File: src/hw/bus_arb_regs.svh
// constants for the external bus arbitration block
`ifndef BUS_ARB_REGS_SVH
`define BUS_ARB_REGS_SVH
// ==========================================================
// request lines and processor numbers
`define ARB_LINES 6
`define ARB_ID_W 3
`define ARB_ID_NONE 3'h0
`define ARB_LINE_FIRST 3'h1
`define ARB_LINE_SECOND 3'h2
`define ARB_LINE_LAST 3'h6
// ==========================================================
// dma channels served by the external request pairs
`define DMA_CH_PAIR_ONE 7
`define DMA_CH_PAIR_TWO 6
`endif

File: src/hw/bus_arb_pkg.sv
// types shared by the external bus arbitration files
`include "bus_arb_regs.svh"
package bus_arb_pkg;
  // processor number as read on the number inputs
  typedef logic [`ARB_ID_W-1:0] proc_id_t;
  // one bit per processor request line, line one at bit 1
  typedef logic [`ARB_LINES:1] req_vec_t;
  // host hand-over sequence
  typedef enum logic [1:0] {
    HOST_IDLE,
    HOST_RELEASE,
    HOST_GRANT
  } host_state_t;
endpackage

File: src/hw/external_bus_arbitration.sv
// shared external bus arbitration and host access handshake
//
// Overview of operation
// on host request, master releases then grants
// releasing floats address, data, select, strobes
// host request beats every processor request
// grant held low until host request withdrawn
// only bus master drives the host grant
// host selects this device by chip select
// ready low inserts waits on host access
// ready open drain after reset, bit enables drive
// ready driven only with select and request
// drive own request line, sample the others
// number inputs pick line; zero means single
// number inputs change only under reset
// unused lines high; own line never tied
// priority select high rotates, low fixed
// priority select equal and synchronous everywhere
// slave core priority pre-empts background dma
// core priority is one shared open drain line
// dma pair one serves channel 7, two channel 6
// fixed priority grants lowest asserted line
// rotating priority puts last master lowest
`timescale 1ns/1ps
`include "bus_arb_regs.svh"
module external_bus_arbitration
  import bus_arb_pkg::*;
(
  // clock and reset
  input wire logic i_clock,
  input wire logic i_rst_n,
  // host handshake pins
  input wire logic i_host_bus_request_n,
  input wire logic i_chip_select_n,
  output logic o_host_bus_grant_n,
  output logic o_host_bus_grant_oe,
  output logic o_host_access_ready,
  output logic o_host_access_ready_oe,
  // multiprocessor arbitration pins
  input wire req_vec_t i_processor_bus_request_n,
  output req_vec_t o_processor_bus_request_n,
  output req_vec_t o_processor_bus_request_oe,
  input wire proc_id_t i_processor_number_inputs,
  input wire logic i_rotating_priority_select,
  input wire logic i_core_priority_access_n,
  output logic o_core_priority_access_n,
  output logic o_core_priority_access_oe,
  // external dma handshake pins
  input wire logic i_dma_request_one_n,
  input wire logic i_dma_request_two_n,
  output logic o_dma_grant_one_n,
  output logic o_dma_grant_two_n,
  // core and configuration side
  input wire logic i_bus_wanted,
  input wire logic i_dma_background,
  input wire logic i_core_priority,
  input wire logic i_access_wait,
  input wire logic i_ready_drive_select,
  input wire logic i_dma_channel7_grant,
  input wire logic i_dma_channel6_grant,
  output logic o_dma_channel7_request,
  output logic o_dma_channel6_request,
  output logic o_bus_drive,
  output logic o_bus_master
);

  // ==========================================================
  // decoded inputs
  req_vec_t req_act; // request lines seen asserted
  logic host_req; // host asks for the bus
  logic single; // single processor system
  logic is_master; // this device owns the bus now
  logic cpa_other; // another slave asserts core priority
  logic yield; // drop own request for a core access
  logic own_request; // request placed on own line
  proc_id_t master_id_q, master_id_d; // current bus master
  proc_id_t last_id_q, last_id_d; // latest master, lowest priority when rotating

  always_comb begin
    req_act = ~i_processor_bus_request_n;
    host_req = ~i_host_bus_request_n;
    single = (i_processor_number_inputs == `ARB_ID_NONE);
    is_master = single || (master_id_q == i_processor_number_inputs);
    cpa_other = ~i_core_priority_access_n && ~o_core_priority_access_oe;
    // a master doing background dma gives way to a slave core
    yield = is_master && !single && i_dma_background && cpa_other;
    own_request = i_bus_wanted && !yield;
  end

  // ==========================================================
  // request line drivers, one per shared line
  for (genvar g = 1; g <= `ARB_LINES; g++) begin : g_line
    request_line_slot #(
      .LINE(proc_id_t'(g))
    ) u_slot (
      .i_clock(i_clock),
      .i_rst_n(i_rst_n),
      .i_own_id(i_processor_number_inputs),
      .i_request(own_request),
      .o_line_n(o_processor_bus_request_n[g]),
      .o_line_oe(o_processor_bus_request_oe[g])
    );
  end

  // ==========================================================
  // distributed arbitration
  // first asserted line searched upward after start, wrapping
  function automatic proc_id_t pick(req_vec_t req, proc_id_t start);
    int j;
    proc_id_t win;
    win = `ARB_ID_NONE;
    for (int k = `ARB_LINES - 1; k >= 0; k--) begin
      j = (int'(start) + k) % `ARB_LINES + 1;
      if (req[j]) begin
        win = proc_id_t'(j);
      end
    end
    return win;
  endfunction

  // every processor runs this same decision on the same lines
  always_comb begin
    master_id_d = master_id_q;
    last_id_d = last_id_q;
    if (host_req) begin
      master_id_d = master_id_q;
    end else if (master_id_q != `ARB_ID_NONE && req_act[master_id_q]) begin
      master_id_d = master_id_q; // master keeps the bus while asking
    end else if (i_rotating_priority_select) begin
      master_id_d = pick(req_act, last_id_q);
    end else begin
      master_id_d = pick(req_act, `ARB_LINE_LAST);
    end
    if (master_id_d != `ARB_ID_NONE) begin
      last_id_d = master_id_d;
    end
  end

  // register arbitration state
  always_ff @(posedge i_clock or negedge i_rst_n) begin
    if (!i_rst_n) begin
      master_id_q <= `ARB_ID_NONE;
      last_id_q <= `ARB_ID_NONE;
    end else begin
      master_id_q <= master_id_d;
      last_id_q <= last_id_d;
    end
  end

  // ==========================================================
  // host hand-over and output drive
  host_state_t hstate_q, hstate_d; // hand-over state
  logic grant_n_d; // next grant level
  logic grant_oe_d; // next grant enable
  logic drive_d; // next bus drive enable
  logic ready_d; // next ready level
  logic ready_oe_d; // next ready enable
  logic cpa_oe_d; // next core priority enable

  always_comb begin
    hstate_d = hstate_q;
    case (hstate_q)
      HOST_IDLE: begin
        if (host_req && is_master) begin
          hstate_d = HOST_RELEASE;
        end
      end
      HOST_RELEASE: begin
        hstate_d = host_req ? HOST_GRANT : HOST_IDLE;
      end
      HOST_GRANT: begin
        if (!host_req) begin
          hstate_d = HOST_IDLE;
        end
      end
      default: begin
        hstate_d = HOST_IDLE;
      end
    endcase
    // float the bus from the release cycle onward
    drive_d = is_master && (hstate_d == HOST_IDLE) && !host_req;
    grant_n_d = (hstate_d != HOST_GRANT);
    grant_oe_d = is_master;
    // wait states only on a selected host access
    ready_oe_d = host_req && ~i_chip_select_n
      && (i_ready_drive_select || i_access_wait);
    ready_d = ~i_access_wait;
    cpa_oe_d = i_core_priority && !is_master && !single;
  end

  // register host handshake, core priority and status outputs
  always_ff @(posedge i_clock or negedge i_rst_n) begin
    if (!i_rst_n) begin
      hstate_q <= HOST_IDLE;
      o_host_bus_grant_n <= 1'b1;
      o_host_bus_grant_oe <= 1'b0;
      o_host_access_ready <= 1'b1;
      o_host_access_ready_oe <= 1'b0;
      o_core_priority_access_n <= 1'b1;
      o_core_priority_access_oe <= 1'b0;
      o_bus_drive <= 1'b0;
      o_bus_master <= 1'b0;
    end else begin
      hstate_q <= hstate_d;
      o_host_bus_grant_n <= grant_n_d;
      o_host_bus_grant_oe <= grant_oe_d;
      o_host_access_ready <= ready_d;
      o_host_access_ready_oe <= ready_oe_d;
      o_core_priority_access_n <= ~cpa_oe_d; // open drain, low only
      o_core_priority_access_oe <= cpa_oe_d;
      o_bus_drive <= drive_d;
      o_bus_master <= is_master;
    end
  end

  // ==========================================================
  // dma request and grant pairs mapped onto channels
  always_ff @(posedge i_clock or negedge i_rst_n) begin
    if (!i_rst_n) begin
      o_dma_channel7_request <= 1'b0;
      o_dma_channel6_request <= 1'b0;
      o_dma_grant_one_n <= 1'b1;
      o_dma_grant_two_n <= 1'b1;
    end else begin
      o_dma_channel7_request <= ~i_dma_request_one_n;
      o_dma_channel6_request <= ~i_dma_request_two_n;
      o_dma_grant_one_n <= ~i_dma_channel7_grant;
      o_dma_grant_two_n <= ~i_dma_channel6_grant;
    end
  end

  // ==========================================================
  // checks
  property p_grant_after_release;
    @(posedge i_clock) disable iff (!i_rst_n)
    (hstate_q == HOST_RELEASE && host_req) |=> !o_host_bus_grant_n;
  endproperty
  a_grant_after_release: assert property (p_grant_after_release)
    else $error("grant missing after release");
  property p_float_under_grant;
    @(posedge i_clock) disable iff (!i_rst_n)
    !o_host_bus_grant_n |-> !o_bus_drive;
  endproperty
  a_float_under_grant: assert property (p_float_under_grant)
    else $error("bus driven while host granted");
  property p_host_freezes_master;
    @(posedge i_clock) disable iff (!i_rst_n)
    host_req |=> master_id_q == $past(master_id_q);
  endproperty
  a_host_freezes_master: assert property (p_host_freezes_master)
    else $error("mastership moved under host request");
  property p_grant_holds;
    @(posedge i_clock) disable iff (!i_rst_n)
    (!o_host_bus_grant_n && host_req) |=> !o_host_bus_grant_n;
  endproperty
  a_grant_holds: assert property (p_grant_holds)
    else $error("grant dropped while request held");
  property p_grant_by_master;
    @(posedge i_clock) disable iff (!i_rst_n)
    o_host_bus_grant_oe |-> o_bus_master;
  endproperty
  a_grant_by_master: assert property (p_grant_by_master)
    else $error("grant driven by non master");
  property p_open_drain_ready;
    @(posedge i_clock) disable iff (!i_rst_n)
    (o_host_access_ready_oe && !$past(i_ready_drive_select))
      |-> !o_host_access_ready;
  endproperty
  a_open_drain_ready: assert property (p_open_drain_ready)
    else $error("open drain ready driven high");
  property p_ready_gate;
    @(posedge i_clock) disable iff (!i_rst_n)
    o_host_access_ready_oe |-> $past(host_req && !i_chip_select_n);
  endproperty
  a_ready_gate: assert property (p_ready_gate)
    else $error("ready driven without select and request");
  property p_one_line;
    @(posedge i_clock) disable iff (!i_rst_n)
    $onehot0(o_processor_bus_request_oe) && (o_processor_bus_request_oe
      == '0 || o_processor_bus_request_oe[i_processor_number_inputs]);
  endproperty
  a_one_line: assert property (p_one_line)
    else $error("wrong request line driven");
  property p_yield;
    @(posedge i_clock) disable iff (!i_rst_n)
    yield |=> o_processor_bus_request_n[$past(i_processor_number_inputs)];
  endproperty
  a_yield: assert property (p_yield)
    else $error("master kept request under core priority");
  property p_dma_map;
    @(posedge i_clock) disable iff (!i_rst_n)
    ##1 (o_dma_channel7_request == !$past(i_dma_request_one_n))
      && (o_dma_grant_two_n == !$past(i_dma_channel6_grant));
  endproperty
  a_dma_map: assert property (p_dma_map)
    else $error("dma pair mapped to wrong channel");
endmodule

File: src/hw/request_line_slot.sv
// drive stage for one shared processor bus request line
`timescale 1ns/1ps
`include "bus_arb_regs.svh"
module request_line_slot
  import bus_arb_pkg::*;
#(
  parameter proc_id_t LINE = `ARB_LINE_FIRST
) (
  // clock and reset
  input wire logic i_clock,
  input wire logic i_rst_n,
  // processor number and own request
  input wire proc_id_t i_own_id,
  input wire logic i_request,
  // pin drive, active low line with enable
  output logic o_line_n,
  output logic o_line_oe
);
  logic line_n_d; // next pin level
  logic line_oe_d; // next pin enable

  // only the line picked by the number inputs is driven
  always_comb begin
    line_oe_d = (i_own_id == LINE);
    line_n_d = ~(i_request && line_oe_d);
  end

  // register the pin drive
  always_ff @(posedge i_clock or negedge i_rst_n) begin
    if (!i_rst_n) begin
      o_line_n <= 1'b1;
      o_line_oe <= 1'b0;
    end else begin
      o_line_n <= line_n_d;
      o_line_oe <= line_oe_d;
    end
  end
endmodule
File: config.mk
export PLATFORM = sky130hd
export DESIGN_NAME = external_bus_arbitration
export DESIGN_NICKNAME = d
export VERILOG_FILES = /design/src/hw/bus_arb_pkg.sv /design/src/hw/external_bus_arbitration.sv /design/src/hw/request_line_slot.sv
export VERILOG_INCLUDE_DIRS = /design/src /design/src/hw
export SDC_FILE = /design/constraint.sdc
export NUM_CORES = 1
export LEC_CHECK = 0
export ABC_AREA = 1
export CAP_MARGIN = 20
export CORE_MARGIN = 10
export CORE_UTILIZATION = 35
export DETAILED_ROUTE_END_ITERATION = 16
export DONT_BUFFER_PORTS = 1
export SYNTH_ARGS = -nofsm -noshare
export SYNTH_HDL_FRONTEND = slang
export SYNTH_SLANG_ARGS = --single-unit
File: constraint.sdc
create_clock -name i_clock -period 6.5 [get_ports i_clock]
set_input_delay 0.65 -clock i_clock [delete_from_list [all_inputs] [get_ports i_clock]]
set_output_delay 0.65 -clock i_clock [all_outputs]
set_load 0.02 [all_outputs]
==> results of run 1 <==
[cells by family after synthesis]
family,Yosys count
simple gates,174
fa+ha+maj,20
buf+inv,79
xor+xnor,10
compound gates,37
flops,31
[final cells by class]
type	count	area [um2]
Fill cell	756	4280
Multi-Input combinational cell	241	1320
Tap cell	96	120
Clock buffer	7	76.3
Inverter	64	240
Clock inverter	1	5.00
Sequential cell	31	790
[placed cells by master (no fill, tap or decap), drive strengths merged]
cell type  count
clkbuf         7
xor2           5
nand2        102
a31oi          1
a21boi         1
xnor2          5
o21ai         20
or2            5
nor3          12
inv           64
dfrtp         20
nand3b         2
o31ai          1
clkinv         1
o311ai         2
a211oi         1
nor4           1
ha            20
nand4          5
nor2          28
o21bai         1
dfstp         11
a21oi         10
nand3         19
[sequential cells by signal (all words and copies together) (netlist names), 2 cells and up]
signal and cells:
last_id_q 3, master_id_q 3, g_line.u_slot.o_line_oe 6, g_line.u_slot.o_line_n 6, hstate_q 2
[routing by layer]
metal	global-route usage, %	vias up	wire, um
li1	-	1064	-
met1	12.0	867	2440
met2	16.3	46	2450
met3	2.60	9	267
met4	3.08	0	74
met5	0	-	0
[worst max-delay path: cells and delay by family, from the launching register on]
kind            cells  cell delay (ns)
simple gates       21             1.57
compound gates      1             0.24
fa+ha+maj           3             0.87
flops               1             0.87
buf+inv             4             0.45
[worst paths after layout]
check                                      from                  to  cells after the start
max                                last_id_q[0]        last_id_q[0]                     29
min                                     i_rst_n      master_id_q[1]                      0
max reg2reg                        last_id_q[0]        last_id_q[0]                     29
min reg2reg                         hstate_q[1]         hstate_q[0]                      3
max in group asynchronous               i_rst_n  o_host_bus_grant_n                      0
min in group i_clock       i_dma_channel6_grant   o_dma_grant_two_n                      1
[per-stage QoR]
step                      std cells  instance area [um2]  util (%)  setup slack, ns  hold slack, ns
after floorplan                 351                 2470         -             3.18           0.354
after global placement          432                 2470      36.2             2.55           0.355
after detailed placement        432                 2470      36.2             2.44           0.355
after CTS                       440                 2550      37.4             2.42          0.0551
after global routing            440                 2550      37.4             1.72          0.0479
final                           440                 2550      37.4             2.39          0.0668
==> results.json, run 1 <==
{
  "drt_first_pass_iters": 4,
  "post_cts_buffers": 0,
  "ys_seq_elements": 31,
  "initial_utilization_pct": 36.2,
  "worstPathMaxFanout": 26,
  "max_freq_mhz": 244,
  "nets": 387,
  "finalSetupViolations": 0,
  "synth_cell_types": 32,
  "relSlewSlack_pct": 45.8,
  "drv_slew": 0,
  "vias": 1986,
  "tns_ns": 0,
  "die_area_um2": 10800,
  "synth_top_family_by_area": "simple AND/OR/NAND/NOR gates",
  "synth_xor_area_share_pct": 3.54,
  "post-route-drc-count": 0,
  "cts.clk_slew.worst_paths_ns": 0.06,
  "worstPathRequired_ns": 6.66,
  "yosysMostFrequentCell": "nand2_1",
  "critical_path_class": "flop to flop",
  "numClockSinks": 31,
  "yosys_warnings": 0,
  "die_height_um": 104,
  "async_flop_share_pct": 100,
  "htreeDepth": 2,
  "clk_latency_ns": 0.28,
  "cts_buffer_depth": 2,
  "critPathMaxStageDelay_ns": 0.87,
  "r2r_slack_ns": 2.39,
  "drtAntennaViolNets": 0,
  "cts_buffers": 5,
  "holdBufCountCts": 0,
  "synth_common_cells": "nand2_1, inv_1, nor2_1",
  "status": "finished clean",
  "ys.flop_type": "dfrtp_1",
  "finClkSkew_ns": 0.00335,
  "max_cap_viol_count": 0,
  "antenna_found_initial": 0,
  "synthToLayoutAreaGrowth_pct": 3.29,
  "synth_area_leader_cell": "dfrtp_1",
  "fin_crit_ns": 4.11,
  "grt.overflow.total": 0,
  "tightest_slew_ns": 0.813,
  "drtIter0Drc": 78,
  "synth_top_area_share_pct": 20.2,
  "yosys.area_share.simple_pct": 31.1,
  "synth-seq-area-share_pct": 31.9,
  "hold_class": "input port to async pin",
  "layout-drive-gt1-share_pct": 10.8,
  "muxShareOfSynthArea_pct": 0,
  "endpoint_kind": "flop",
  "vias_per_cell": 4.51,
  "top_level_ports": 48,
  "rsz0062_at_grt": "false",
  "wirelength_um": 5240,
  "synth_cells": 351,
  "slowest_stage": "dfrtp_1",
  "synth_edf_count": 0,
  "place.gp.congestion": 0.808,
  "synth_compound_area_share_pct": 8.70,
  "core_area_um2": 6830,
  "diodes": 0,
  "wl_per_cell_um": 11.9,
  "cts_resized": 0,
  "synth_nets": 395,
  "cts_tree": "yes",
  "grt_pass1_vias": 1974,
  "dieWidth_um": 104,
  "grt_pass1_wl_um": 9000,
  "synth.area.top_cells": "dfrtp_1, nand2_1, dfstp_2, ha_1, inv_1",
  "cts-root-buf": "clkbuf_8",
  "port_buffers": 0,
  "cp_common_cell": "nand2_1",
  "worstPathArrival_ns": 4.27,
  "row_count": 30,
  "grt_usage_pct": 9.79,
  "dp_hpwl_um": 4400,
  "setup.worst_path.start_class": "flop",
  "period_share_pct": 63.2,
  "syn-cell-area_um2": 2470,
  "synthAdderAreaFrac_pct": 10.1,
  "syn_avg_cell_area_um2": 7.04,
  "hold_viol": 0,
  "grt_max_degree": 32
}
Power of run 1 is not shown: default switching activity piles up to over one toggle a cycle in this logic, so the estimate is an artifact.
==> inputs of run 2 (changes only) <==
==> constraint.sdc (replaced) <==
create_clock -name i_clock -period 3.85 [get_ports i_clock]
set_input_delay 0.385 -clock i_clock [delete_from_list [all_inputs] [get_ports i_clock]]
set_output_delay 0.385 -clock i_clock [all_outputs]
set_load 0.02 [all_outputs]
==> results.json, run 2 (synthesis results as in run 1) <==
{
  "hold_path_depth": 1,
  "timing.critical_path.buf_inv": 3,
  "top_level_ports": 48,
  "layout_common_cells": "nand2_1, inv_1, nor2_1, ha_1, nand3_1",
  "critical_path_class": "flop to flop",
  "hold_end": "o_host_access_ready",
  "drt_first_pass_iters": 4,
  "fin_crit_ns": 3.48,
  "cts.clk_slew.worst_paths_ns": 0.06,
  "cts_buffer_depth": 2,
  "worstPathRequired_ns": 4.06,
  "row_count": 30,
  "finalSetupViolations": 0,
  "grt_pass1_wl_um": 9280,
  "die_height_um": 104,
  "wirelength_um": 5360,
  "hold_viol": 0,
  "cts-root-buf": "clkbuf_8",
  "slowest_stage": "o311ai_0",
  "post-route-drc-count": 0,
  "relSlewSlack_pct": 55.0,
  "htreeDepth": 2,
  "reg_top3": "g_line.u_slot.o_line_n x6, g_line.u_slot.o_line_oe x6",
  "place.gp.congestion": 0.828,
  "cts_buffers": 5,
  "r2r_slack_ns": 0.37,
  "vias_per_cell": 4.51,
  "antenna_found_initial": 0,
  "grt_usage_pct": 9.88,
  "period_share_pct": 90.3,
  "die_area_um2": 10800,
  "dieWidth_um": 104,
  "core_area_um2": 6830,
  "initial_utilization_pct": 36.2,
  "synthToLayoutAreaGrowth_pct": 8.30,
  "hold_ws_ns": 0.135,
  "path_cells": "clkinvlp_4, buf_4, ha_1, o311ai_0, xor2_1, ha_1, inv_1, nor2_1, nor3_1, or2_2, a21oi_1, nand3_1, nand2_1, nand2_1, nand2_1, nand2_1, nand2_2, nand2_2, nor2_2, nand2_1, nand2_1",
  "vias": 2036,
  "port_buffers": 0,
  "endpoint_kind": "flop",
  "setup.worst_path.start_class": "flop",
  "min_from": "i_access_wait",
  "hold_class": "input port to flop",
  "layout-drive-gt1-share_pct": 15.5,
  "reg2regPathDepth": 21,
  "wl_per_cell_um": 11.9,
  "grt_pass1_vias": 1991,
  "clk_latency_ns": 0.27,
  "tightest_slew_ns": 0.670,
  "drv_slew": 0,
  "status": "finished clean",
  "worstPathArrival_ns": 3.68,
  "diodes": 0,
  "grt_max_degree": 32,
  "finClkSkew_ns": 0.00398,
  "grt.overflow.total": 0,
  "cp_top_family": "simple AND/OR/NAND/NOR gates",
  "critPathMaxStageDelay_ns": 0.44,
  "r2r_start": "last_id_q[1]",
  "max_cap_viol_count": 0,
  "cp_common_cell": "nand2_1",
  "numClockSinks": 31,
  "worstReg2RegEnd": "last_id_q[0]",
  "cts_tree": "yes",
  "dp_hpwl_um": 4440,
  "worstPathMaxFanout": 6,
  "final_common_cell": "nand2_1",
  "drtIter0Drc": 49,
  "max_freq_mhz": 288,
  "drtAntennaViolNets": 0,
  "nets": 398
}
[run 2: through the flow]
stage	setup TNS [ns]	setup WS, ns	instance area, um2	util, %	cells
floorplan	0	0.533	2470	-	351
finish	0	0.374	2680	39.2	451
global placement	0	0.193	2500	36.6	436
detailed placement	0	0.0916	2500	36.6	436
global route	-0.00961	-0.00961	2680	39.2	451
CTS	0	0.0747	2630	38.5	446
[run 2: how the worst max path moves through the flow]
stage	from	to	depth (start not counted)
floorplan	last_id_q[1]	last_id_q[1]	27
global placement	last_id_q[1]	last_id_q[0]	28
detailed placement	last_id_q[1]	last_id_q[0]	29
CTS	last_id_q[1]	last_id_q[0]	29
global route	last_id_q[1]	last_id_q[0]	32
finish	last_id_q[1]	last_id_q[0]	21
[run 2: repair_timing]
item,CTS,global route
setup endpoints to repair,0,6
setup buffers,0,5
endpoints found under the hold margin,31,0
gates resized for setup,0,9
hold buffers,2,0
[run 2: layer usage]
layer	part of all wire, %	up-vias	global-route usage, %	wire length [um]
met1	47	903	12.6	2540
met4	0.43	0	1.19	23
met2	48	37	16.6	2550
met5	0	-	0	0
li1	-	1094	-	-
met3	4.5	2	2.66	242
[run 2: layout make-up]
type,count,area (um2)
fill,724,4150
multi-input combinational,241,1330
sequential,31,793
inverter,64,244
tap,96,120
clock buffer,8,100
timing repair buffer,11,95.1
Power of run 2 is left out for the same reason.
